File: config.mk
export PLATFORM = sky130hd
export DESIGN_NAME = qlfc_top
export DESIGN_NICKNAME = d
export VERILOG_FILES = /design/src/pkg/qlfc_pkg.sv /design/src/qlfc_chan.sv /design/src/qlfc_top.sv
export VERILOG_INCLUDE_DIRS = /design/src /design/src/pkg
export SDC_FILE = /design/constraint.sdc
export NUM_CORES = 1
export LEC_CHECK = 0
export ABC_AREA = 1
export BUFFER_PORTS_ARGS = -buffer_cell sky130_fd_sc_hd__buf_2
export CAP_MARGIN = 40
export CORE_MARGIN = 5
export CORE_UTILIZATION = 50
export DETAILED_ROUTE_END_ITERATION = 16
export PLACE_DENSITY = 0.77
export SYNTH_ARGS = -nofsm -noshare
export SYNTH_HDL_FRONTEND = slang
export SYNTH_HIERARCHICAL = 1
export SYNTH_SLANG_ARGS = --single-unit
export TNS_END_PERCENT = 100
File: constraint.sdc
create_clock -name ref_clk_i -period 2.4 [get_ports ref_clk_i]
set_clock_uncertainty 0.1 [all_clocks]
set_input_delay 0.36 -clock ref_clk_i [delete_from_list [all_inputs] [get_ports ref_clk_i]]
set_output_delay 0.36 -clock ref_clk_i [all_outputs]
set_load 0.01 [all_outputs]
File: src/pkg/qlfc_regs.svh
// register map, field positions, reset values and timing counts of the
// quad low-side fault control block; assumes a 100 MHz ref_clk_i
`ifndef QLFC_REGS_SVH
`define QLFC_REGS_SVH

// clock period in ns
`define QLFC_CLK_PERIOD_NS 10
// overcurrent deglitch time in ns, and its count (longest time, rounded down)
`define QLFC_OC_DEGLITCH_NS 3500
`define QLFC_OC_DEGLITCH_CYC (`QLFC_OC_DEGLITCH_NS / `QLFC_CLK_PERIOD_NS)
// overcurrent retry time in ns; its count is a top-level parameter
`define QLFC_OC_RETRY_NS 1200000
// width of the per-channel timer
`define QLFC_CNT_W 17

// register byte offsets
`define QLFC_CTRL_OFS 4'h0
`define QLFC_STATUS_OFS 4'h4
`define QLFC_INT_STAT_OFS 4'h8
`define QLFC_INT_MASK_OFS 4'hC

// control register: per-channel allow bits
`define QLFC_CTRL_ALLOW_LSB 0
`define QLFC_CTRL_RST 4'hF

// status register fields
`define QLFC_ST_OUT_LSB 0
`define QLFC_ST_OC_LSB 4
`define QLFC_ST_THERM_BIT 8
`define QLFC_ST_UNDERVOLTAGE_LOCKOUT_BIT 9
`define QLFC_ST_PIN_BIT 10
`define QLFC_ST_RSTPIN_BIT 11
`define QLFC_ST_IN_LSB 12

// interrupt status and mask fields
`define QLFC_INT_OC_LSB 0
`define QLFC_INT_THERM_BIT 4
`define QLFC_INT_UNDERVOLTAGE_LOCKOUT_BIT 5
`define QLFC_INT_W 6
`define QLFC_INT_MASK_RST 6'h00

`endif

File: src/pkg/qlfc_pkg.sv
// types shared by the quad low-side fault control design
// assumes qlfc_regs.svh is on the include path
`include "qlfc_regs.svh"

package qlfc_pkg;

  // per-channel overcurrent state
  typedef enum logic [0:0] {
    QLFC_OC_RUN = 1'b0,
    QLFC_OC_OFF = 1'b1
  } qlfc_oc_state_t;

  // state of one channel's protection timer
  typedef struct packed {
    qlfc_oc_state_t st;
    logic [`QLFC_CNT_W-1:0] cnt;
  } qlfc_chan_state_t;

  // state of the top level
  typedef struct packed {
    logic [3:0] out;
    logic fault_oe_n;
    logic irq;
    logic [3:0] ctrl;
    logic [`QLFC_INT_W-1:0] int_stat;
    logic [`QLFC_INT_W-1:0] int_mask;
    logic therm_prev;
    logic undervoltage_lockout_prev;
    logic wr_pend;
    logic [3:0] wr_addr;
    logic [31:0] rdata;
  } qlfc_top_state_t;

endpackage

File: src/qlfc_chan.sv
// overcurrent deglitch and retry timer of one low-side channel
// assumes a 100 MHz clock and a current limit flag synchronous to it
`timescale 1ns/1ns
`include "qlfc_regs.svh"

module qlfc_chan
  import qlfc_pkg::*;
#(
  parameter int unsigned RETRY_CYCLES = 120000
) (
  input wire logic ref_clk_i,
  input wire logic reset_i,
  input wire logic clear_i,
  input wire logic limit_i,
  input wire logic drive_i,
  output logic fault_o,
  output logic trip_o
);

  localparam logic [`QLFC_CNT_W-1:0] DEG_CNT = `QLFC_CNT_W'(`QLFC_OC_DEGLITCH_CYC);
  localparam logic [`QLFC_CNT_W-1:0] RETRY_LAST = `QLFC_CNT_W'(RETRY_CYCLES - 1);

  qlfc_chan_state_t cur_ff;
  qlfc_chan_state_t nxt_cur;
  logic trip;

  // deglitch while driving into the limit, then hold off for the retry time
  always_comb begin
    nxt_cur = cur_ff;
    trip = 1'b0;
    unique case (cur_ff.st)
      QLFC_OC_RUN: begin
        if (limit_i && drive_i) begin
          if (cur_ff.cnt == DEG_CNT) begin
            trip = 1'b1;
            nxt_cur.st = QLFC_OC_OFF;
            nxt_cur.cnt = '0;
          end else begin
            nxt_cur.cnt = cur_ff.cnt + 1'b1;
          end
        end else begin
          nxt_cur.cnt = '0; // limit or drive released before deglitch ran out
        end
      end
      QLFC_OC_OFF: begin
        if (cur_ff.cnt == RETRY_LAST) begin
          nxt_cur.st = QLFC_OC_RUN;
          nxt_cur.cnt = '0;
        end else begin
          nxt_cur.cnt = cur_ff.cnt + 1'b1;
        end
      end
    endcase
    if (clear_i) begin
      nxt_cur.st = QLFC_OC_RUN;
      nxt_cur.cnt = '0;
      trip = 1'b0;
    end
  end

  // state register
  always_ff @(posedge ref_clk_i) begin
    if (reset_i) begin
      cur_ff <= '{st: QLFC_OC_RUN, cnt: '0};
    end else begin
      cur_ff <= nxt_cur;
    end
  end

  assign fault_o = (cur_ff.st == QLFC_OC_OFF);
  assign trip_o = trip;

endmodule // qlfc_chan

File: src/qlfc_top.sv
// control and protection logic of a four-channel protected low-side switch,
// with an AHB-Lite register slave and one level interrupt
// assumes all pins are synchronous to the 100 MHz ref_clk_i and that the
// pulldowns on the enable and reset pins live in the pad ring
`timescale 1ns/1ns
`include "qlfc_regs.svh"

module qlfc_top
  import qlfc_pkg::*;
#(
  parameter int unsigned RETRY_CYCLES = `QLFC_OC_RETRY_NS / `QLFC_CLK_PERIOD_NS
) (
  input wire logic ref_clk_i,
  input wire logic reset_i,
  // parallel control pins
  input wire logic [3:0] channel_input_i,
  input wire logic outputs_enable_low_i,
  input wire logic logic_reset_i,
  // analog monitors
  input wire logic [3:0] current_limit_i,
  input wire logic thermal_shutdown_i,
  input wire logic undervoltage_lockout_i,
  // switch gates
  output logic [3:0] channel_output_o,
  // open-drain fault pin
  input wire logic fault_flag_low_i,
  output logic fault_flag_low_o,
  output logic fault_flag_low_oe_n_o,
  // AHB-Lite slave
  input wire logic hsel_i,
  input wire logic [31:0] haddr_i,
  input wire logic [1:0] htrans_i,
  input wire logic hwrite_i,
  input wire logic [2:0] hsize_i,
  input wire logic [31:0] hwdata_i,
  input wire logic hready_i,
  output logic hreadyout_o,
  output logic hresp_o,
  output logic [31:0] hrdata_o,
  // interrupt
  output logic irq_o
);

  qlfc_top_state_t cur_ff;
  qlfc_top_state_t nxt_cur;

  logic chan_clear;
  logic enabled;
  logic [3:0] oc_fault;
  logic [3:0] oc_trip;
  logic [3:0] drive_req;
  logic any_fault;
  logic addr_phase;
  logic [3:0] addr_ofs;
  logic [31:0] status_word;
  logic [`QLFC_INT_W-1:0] events;
  logic [`QLFC_INT_W-1:0] w1c;

  // the channel timers and gates are held in reset by the pin or by lockout of the supply
  assign chan_clear = logic_reset_i | undervoltage_lockout_i;

  // low enables the outputs; the pad pulldown makes a floating pin low
  assign enabled = ~outputs_enable_low_i;

  // one protection timer per channel
  genvar gi;
  generate
    for (gi = 0; gi < 4; gi++) begin : g_chan
      qlfc_chan #(
        .RETRY_CYCLES(RETRY_CYCLES)
      ) u_chan (
        .ref_clk_i(ref_clk_i),
        .reset_i(reset_i),
        .clear_i(chan_clear),
        .limit_i(current_limit_i[gi]),
        .drive_i(cur_ff.out[gi]),
        .fault_o(oc_fault[gi]),
        .trip_o(oc_trip[gi])
      );
    end
  endgenerate

  // gate each channel input by enable, software allow, faults and reset
  always_comb begin
    drive_req = channel_input_i & cur_ff.ctrl & ~oc_fault;
    if (!enabled || thermal_shutdown_i || chan_clear) begin
      drive_req = 4'h0;
    end
  end

  // fault pin pulls low only while an overcurrent or thermal fault stands
  assign any_fault = (|oc_fault) | thermal_shutdown_i;

  // events that set sticky interrupt bits
  always_comb begin
    events = '0;
    events[`QLFC_INT_OC_LSB +: 4] = oc_trip;
    events[`QLFC_INT_THERM_BIT] = thermal_shutdown_i & ~cur_ff.therm_prev;
    events[`QLFC_INT_UNDERVOLTAGE_LOCKOUT_BIT] = undervoltage_lockout_i & ~cur_ff.undervoltage_lockout_prev;
  end

  // live status word
  always_comb begin
    status_word = 32'h0000_0000;
    status_word[`QLFC_ST_OUT_LSB +: 4] = cur_ff.out;
    status_word[`QLFC_ST_OC_LSB +: 4] = oc_fault;
    status_word[`QLFC_ST_THERM_BIT] = thermal_shutdown_i;
    status_word[`QLFC_ST_UNDERVOLTAGE_LOCKOUT_BIT] = undervoltage_lockout_i;
    status_word[`QLFC_ST_PIN_BIT] = fault_flag_low_i;
    status_word[`QLFC_ST_RSTPIN_BIT] = logic_reset_i;
    status_word[`QLFC_ST_IN_LSB +: 4] = channel_input_i;
  end

  // bus address phase decode; hsize_i is not decoded, so transfers of any size reach the map
  assign addr_phase = hsel_i & hready_i & htrans_i[1];
  assign addr_ofs = haddr_i[3:0];

  // next state of the top level
  always_comb begin
    nxt_cur = cur_ff;
    w1c = '0;
    // switch gates follow the gated requests, fault pin follows the overcurrent and thermal faults
    nxt_cur.out = drive_req;
    nxt_cur.fault_oe_n = ~any_fault;
    nxt_cur.therm_prev = thermal_shutdown_i;
    nxt_cur.undervoltage_lockout_prev = undervoltage_lockout_i;
    // write data phase
    nxt_cur.wr_pend = 1'b0;
    if (cur_ff.wr_pend) begin
      unique case (cur_ff.wr_addr)
        `QLFC_CTRL_OFS: begin
          nxt_cur.ctrl = hwdata_i[`QLFC_CTRL_ALLOW_LSB +: 4];
        end
        `QLFC_INT_STAT_OFS: begin
          w1c = hwdata_i[`QLFC_INT_W-1:0];
        end
        `QLFC_INT_MASK_OFS: begin
          nxt_cur.int_mask = hwdata_i[`QLFC_INT_W-1:0];
        end
        default: begin
        end
      endcase
    end
    // a new event wins over a clear in the same cycle
    nxt_cur.int_stat = (cur_ff.int_stat & ~w1c) | events;
    // address phase: latch writes, fetch read data into the data flop
    nxt_cur.rdata = 32'h0000_0000;
    if (addr_phase) begin
      if (hwrite_i) begin
        nxt_cur.wr_pend = 1'b1;
        nxt_cur.wr_addr = addr_ofs;
      end else begin
        unique case (addr_ofs)
          `QLFC_CTRL_OFS: begin
            nxt_cur.rdata = {28'h000_0000, cur_ff.ctrl};
          end
          `QLFC_STATUS_OFS: begin
            nxt_cur.rdata = status_word;
          end
          `QLFC_INT_STAT_OFS: begin
            nxt_cur.rdata = {26'h000_0000, cur_ff.int_stat};
          end
          `QLFC_INT_MASK_OFS: begin
            nxt_cur.rdata = {26'h000_0000, cur_ff.int_mask};
          end
          default: begin
            nxt_cur.rdata = 32'h0000_0000;
          end
        endcase
      end
    end
    // one level interrupt from unmasked sticky bits
    nxt_cur.irq = |(nxt_cur.int_stat & nxt_cur.int_mask);
  end

  // state register; power-up reset leaves every channel off
  always_ff @(posedge ref_clk_i) begin
    if (reset_i) begin
      cur_ff.out <= 4'h0;
      cur_ff.fault_oe_n <= 1'b1;
      cur_ff.irq <= 1'b0;
      cur_ff.ctrl <= `QLFC_CTRL_RST;
      cur_ff.int_stat <= '0;
      cur_ff.int_mask <= `QLFC_INT_MASK_RST;
      cur_ff.therm_prev <= 1'b0;
      cur_ff.undervoltage_lockout_prev <= 1'b0;
      cur_ff.wr_pend <= 1'b0;
      cur_ff.wr_addr <= 4'h0;
      cur_ff.rdata <= 32'h0000_0000;
    end else begin
      cur_ff <= nxt_cur;
    end
  end

  // outputs
  assign channel_output_o = cur_ff.out;
  assign fault_flag_low_o = 1'b0; // open drain only ever pulls low
  assign fault_flag_low_oe_n_o = cur_ff.fault_oe_n;
  assign hreadyout_o = 1'b1; // zero wait states
  assign hresp_o = 1'b0; // always OKAY
  assign hrdata_o = cur_ff.rdata;
  assign irq_o = cur_ff.irq;

endmodule // qlfc_top

* Word level (Yosys, flattened, before mapping)
Cells that the tools add are included.
** Cells by class
- Mux-type cells :: 42
- Reduce and logical (&&, ||, !) cells :: 16
- Add/subtract/negate cells :: 4
- Equality and inequality tests :: 13
- Bitwise gates (word level) :: 21
** Operators by type and width (count)
- two-way mux 17 bit :: 12
- one-hot mux 18 bit (2 select lines) :: 4
- adder 17 x 1 -> 17 bit, second input constant :: 4
- equality test 17 bit, second input constant :: 4
- equality test 17 x 9 -> 1 bit, second input constant :: 4
- one-hot mux 16 bit (4 select lines) :: 1
- two-way mux 6 bit :: 4
- two-way mux 1 bit :: 20
- equality test 4 bit, second input constant :: 4
- bitwise AND 6 bit :: 2
- bitwise AND 4 bit :: 2
- logical NOT 4 bit :: 2
- inverter 1 bit :: 8
- inverter 6 bit :: 1
- OR 6 bit :: 1
- OR reduction 2 bit :: 3
- OR reduction 6 bit :: 1
- two-way mux 5 bit :: 1
- bitwise AND 1 bit :: 4
- equality test 4 x 3 -> 1 bit, second input constant :: 1
- logical AND 1 bit :: 4
- inverter 4 bit :: 1
- AND reduction 2 bit :: 2
- OR reduction 4 bit :: 1
- other kinds (3) :: 5
** Storage, ports and cells
- Register bits :: 133
- Logic and storage cells :: 115
- Bits of input ports :: 87

* Logic depth before layout (Yosys ltp)
- Depth in word-level cells :: 8
- Depth in mapped cells :: 12
- Mapped depth without buffers :: 12

* Modules after synthesis
The synthesis kept the hierarchy.
** Modules (own cells, without submodules)
- qlfc_chan :: instances 4, sequential area each 360.3 sq um, area an instance 929.6 sq um, cells an instance 134
- qlfc_top :: instances 1, sequential area each 900.9 sq um, area an instance 2128.3 sq um, cells an instance 286

* Least setup slack after synthesis
OpenSTA, ideal clock, no wires.
- Kind :: reg2reg
- Start point :: reg g_chan[1].u_chan/cur_ff[0] (netlist name)
- End point :: reg g_chan[1].u_chan/cur_ff[10] (netlist name)
- Data required time :: 2183 ps
- Clock period less this slack :: 1469 ps
- Library setup time :: 117 ps
- Stages on the path, launching flop included :: 10
- Path buffers :: 1
- Setup slack :: 931 ps
- Data arrival time :: 1252 ps
- Cells stage by stage :: dfxtp_1 > ha_1 > nand3_2 > nor2_4 > nand4_1 > nand2_1 > nand2_2 > nand2_4 > buf_6 > nor2_1
** Between the ends
- Cells in the longest elaborated chain, start to end :: 4
- Elaborated cells on any way between the ends :: 7
- Classes of those cells :: add/sub (1); eq/ne (2); mux (4)
** RTL lines
- start, declared :: RTL line qlfc_chan.sv:23 : qlfc_chan_state_t cur_ff;
- start signal, assigned :: RTL line qlfc_chan.sv:64 : cur_ff <= '{st: QLFC_OC_RUN, cnt: '0};
- start signal, assigned :: RTL line qlfc_chan.sv:66 : cur_ff <= nxt_cur;
- adder 17 x 1 -> 17 bit / equality test 17 x 9 -> 1 bit (equally long branches) :: RTL line qlfc_chan.sv:39, qlfc_chan.sv:50, qlfc_chan.sv:34
- two-way mux 17 bit :: RTL line qlfc_chan.sv:34 : if (cur_ff.cnt == DEG_CNT) begin
- two-way mux 17 bit :: RTL line qlfc_chan.sv:33 : if (limit_i && drive_i) begin
- one-hot mux 18 bit (2 select lines) * :: RTL line qlfc_chan.sv:31 : unique case (cur_ff.st)
Every way passes the cells marked *; elsewhere a longest branch is shown, timed or not.
A chain may end at the register's enable or synchronous reset.

* Final worst setup path
- Start point :: reg g_chan[3].u_chan/cur_ff[0] (netlist name)
- End point :: reg g_chan[3].u_chan/cur_ff[14] (netlist name)
** Between the ends
- Cells in the longest elaborated chain, start to end :: 4
- Elaborated cells on any way between the ends :: 7
- Classes of those cells :: add/sub (1); eq/ne (2); mux (4)
** RTL lines (RTL line)
- start, declared :: qlfc_chan.sv:23
- start signal, assigned :: qlfc_chan.sv:64
- start signal, assigned :: qlfc_chan.sv:66
- adder 17 x 1 -> 17 bit / equality test 17 x 9 -> 1 bit (equally long branches) :: qlfc_chan.sv:39, qlfc_chan.sv:50, qlfc_chan.sv:34
- two-way mux 17 bit :: qlfc_chan.sv:34
- two-way mux 17 bit :: qlfc_chan.sv:33
- one-hot mux 18 bit (2 select lines) * :: qlfc_chan.sv:31
Marked as above.

==> results.cfg <==
[clock_tree]
insertion_delay_ns = 0.42
cts_max_level = 4
cts_resized = 0
post_cts_buffers = 0
cts_buffers = 17
ctsHoldBuffers = 0
clk_pin_slew_ns = 0.05
cts_buffer_depth = 2
cts_tree = yes
clkSinkCount = 117
cts_root_buf = clkbuf_16

[sta]
fmax_ghz = 0.6009
setup_violations = 0
hold_viol = 0
finalWorstSetupSlack_ns = 0.7358
setup_tns_ns = 0
relSlewSlack_pct = 58.10
drv_slew = 0
rsz0062_at_grt = false
finalCritPeriodShare_pct = 69.34
hold_slack_ns = 0.07239
worstMarginPinSlew_ns = 0.6237
layout_min_cycle_time_ns = 1.664

[power_and_ir_drop]
power_mw = 4.769
p_leak_nw = 2.658
powerDensity_mw_per_mm2 = 720.5
vdd.ir_drop.worst_mv = 0.8944

[global_route]
grt.total_usage_pct = 18.74
antenna_found_initial = 0
grt_pass1_vias = 4785
grt_max_degree = 22
grt_pass1_wl_um = 21490
grt.overflow.total = 0

[floorplanning]
start_util_pct = 51.21
fp.dieW_um = 118.1
pin_count = 128
die_h_um = 118.1
core_region_area_mm2 = 0.01142
row_count = 39
die_area_mm2 = 0.01396

[synthesis]
syn_inst = 822
synth_top_family_by_area = simple AND/OR/NAND/NOR gates
synth_xor_xnor_area_share_pct = 7.190
synthSimpleGateAreaFrac_pct = 35.35
ys_seq_area_share_pct = 40.06
ys_warn_count = 6
synthMuxAreaShare_pct = 0
synth_area_mm2 = 0.005847
synth_adder_area_share_pct = 1.712
synth_compound_area_share_pct = 3.959
synth.distinct_cells = 35
synth-seq-cells = 117
avgSynthCellArea_um2 = 7.113

[cells_and_area]
finalInstanceArea_mm2 = 0.006619
fin_nets = 957
n_fill_cell = 1061
seq_area_mm2 = 0.002342
diodes = 0
area_growth_pct = 13.20
layout-drive-gt1-share_pct = 13.03
multi_input_area_mm2 = 0.002890
final_core_util_pct = 57.97
final_cells = 1018

[drt]
routed_wl_um = 12590
via_count = 4960
drtIter0Drc = 377
routed_via_density = 4.872
drtAntennaViolNets = 0
first_pass_iters = 5
wl_per_cell_um = 12.37
drc = 0

[worst_setup_path]
worstSetupEndpointType = register
arrival_ns = 1.86
worstSetupPathType = register to register
crit_required_ns = 2.60
crit_path_max_fanout = 17
cp-start-kind = register

[place]
postPlaceCellArea_mm2 = 0.005983
hpwl_um = 9138
place_ws_ns = 0.7817
portBuffers = 50
placedCellCount = 986
gp_congestion = 0.8921

[flow_run]
drv_cap = 0

[status]
outcome = finished clean

[min_path]
hold_path.class = input pin to register
-- state kept, by name, summed over array words and instances (netlist names) --
| register | flops |
|---|---|
| fault_flag_low_oe_n_o | 1 |
| g_chan.u_chan/fault_o | 4 |
| cur_ff | 23 |
| hrdata_o | 16 |
| irq_o | 1 |
| g_chan.u_chan/cur_ff | 68 |
| channel_output_o | 4 |
-- layout by cell type (no fill, tap or decap), types with 16 or more instances in the layout --
master,n
inv_1,78
xor2_1,44
dfxtp_1,117
a21oi_1,16
conb_1,19
nor2_1,184
clkbuf_16,17
nand2_1,196
nand3_1,45
buf_2,50
-- critical path: stages, from the launching register on --
cell and delay, ns:
dfxtp_1 0.37, ha_1 0.21, nand3_2 0.14, nor2_4 0.14
nand4_1 0.13, nand2_1 0.12, nand2_2 0.07, nand2_4 0.18
nor2_1 0.08
-- cell usage after synthesis --
| cell | instances | area (um^2) |
|---|---|---|
| a21boi_0 | 4 | 30.03 |
| a21oi_1 | 16 | 80.08 |
| a41oi_1 | 4 | 35.03 |
| and3_1 | 1 | 6.260 |
| buf_4 | 41 | 307.8 |
| buf_6 | 5 | 56.30 |
| clkbuf_1 | 2 | 7.510 |
| conb_1 | 2 | 7.510 |
| dfxtp_1 | 117 | 2342 |
| ha_1 | 8 | 100.1 |
| inv_1 | 78 | 292.8 |
| inv_2 | 2 | 7.510 |
| inv_4 | 1 | 6.260 |
| nand2_1 | 196 | 735.7 |
| nand2_2 | 5 | 31.28 |
| nand2_4 | 4 | 45.04 |
| nand3_1 | 45 | 225.2 |
| nand3_2 | 5 | 50.05 |
| nand3_4 | 1 | 17.52 |
| nand3b_1 | 3 | 22.52 |
| nand4_1 | 13 | 81.33 |
| nor2_1 | 184 | 690.7 |
| nor2_2 | 5 | 31.28 |
| nor2_4 | 5 | 56.30 |
| nor3_1 | 9 | 45.04 |
| nor3_2 | 1 | 10.01 |
| nor4_1 | 2 | 12.51 |
| o21ai_0 | 6 | 30.03 |
| o21ai_1 | 1 | 5.000 |
| o21ai_2 | 2 | 17.52 |
| o22ai_1 | 4 | 25.02 |
| o41ai_1 | 1 | 8.760 |
| or2_2 | 1 | 6.260 |
| xnor2_1 | 4 | 35.03 |
| xor2_1 | 44 | 385.4 |
-- cell type report --
class	instances	share of cell area (%)
multi-input cells	593	43.67
flip-flops and latches	117	35.39
clock buffers	23	7.372
inverters	81	4.631
repair buffers	52	4.008
well taps	143	2.703
clock inverters	9	2.231
-- layer usage --
layer  vias up  part of all wire, %  track usage, %
met5         -                    0               0
met4         0                  1.3           6.093
met3        18                  5.2           5.635
met2       128                   49           31.96
met1      2232                   44           22.57
li1       2582                    -               -
-- worst paths after layout --
path | from | end | slack [ns] | depth (start not counted)
setup / recovery | g_chan[3].u_chan/cur_ff[0] | g_chan[3].u_chan/cur_ff[14] | 0.74 | 8
hold / removal | fault_flag_low_i | hrdata_o[10] | 0.07 | 3
setup reg to reg | g_chan[3].u_chan/cur_ff[0] | g_chan[3].u_chan/cur_ff[14] | 0.74 | 8
hold reg to reg | g_chan[1].u_chan/cur_ff[0] | g_chan[1].u_chan/cur_ff[0] | 0.36 | 1
-- cells by family after synthesis --
| group | after synthesis |
|---|---|
| and+or+nand+nor | 480 |
| buffers and inverters | 129 |
| DFF | 117 |
| xor gates and xnor gates | 48 |
| AOI/OAI and AO/OA | 38 |
| adders and majority gates | 8 |
| other | 2 |
-- report_power, final --
| group | switching, mW | internal (mW) | leakage (nW) |
|---|---|---|---|
| clock | 0.855 | 1.84 | 0.313 |
| combinational | 0.0786 | 0.0348 | 1.40 |
| sequential | 0.00838 | 1.96 | 0.944 |
| total | 0.942 | 3.83 | 2.66 |
(Power assumes the default switching activity.)
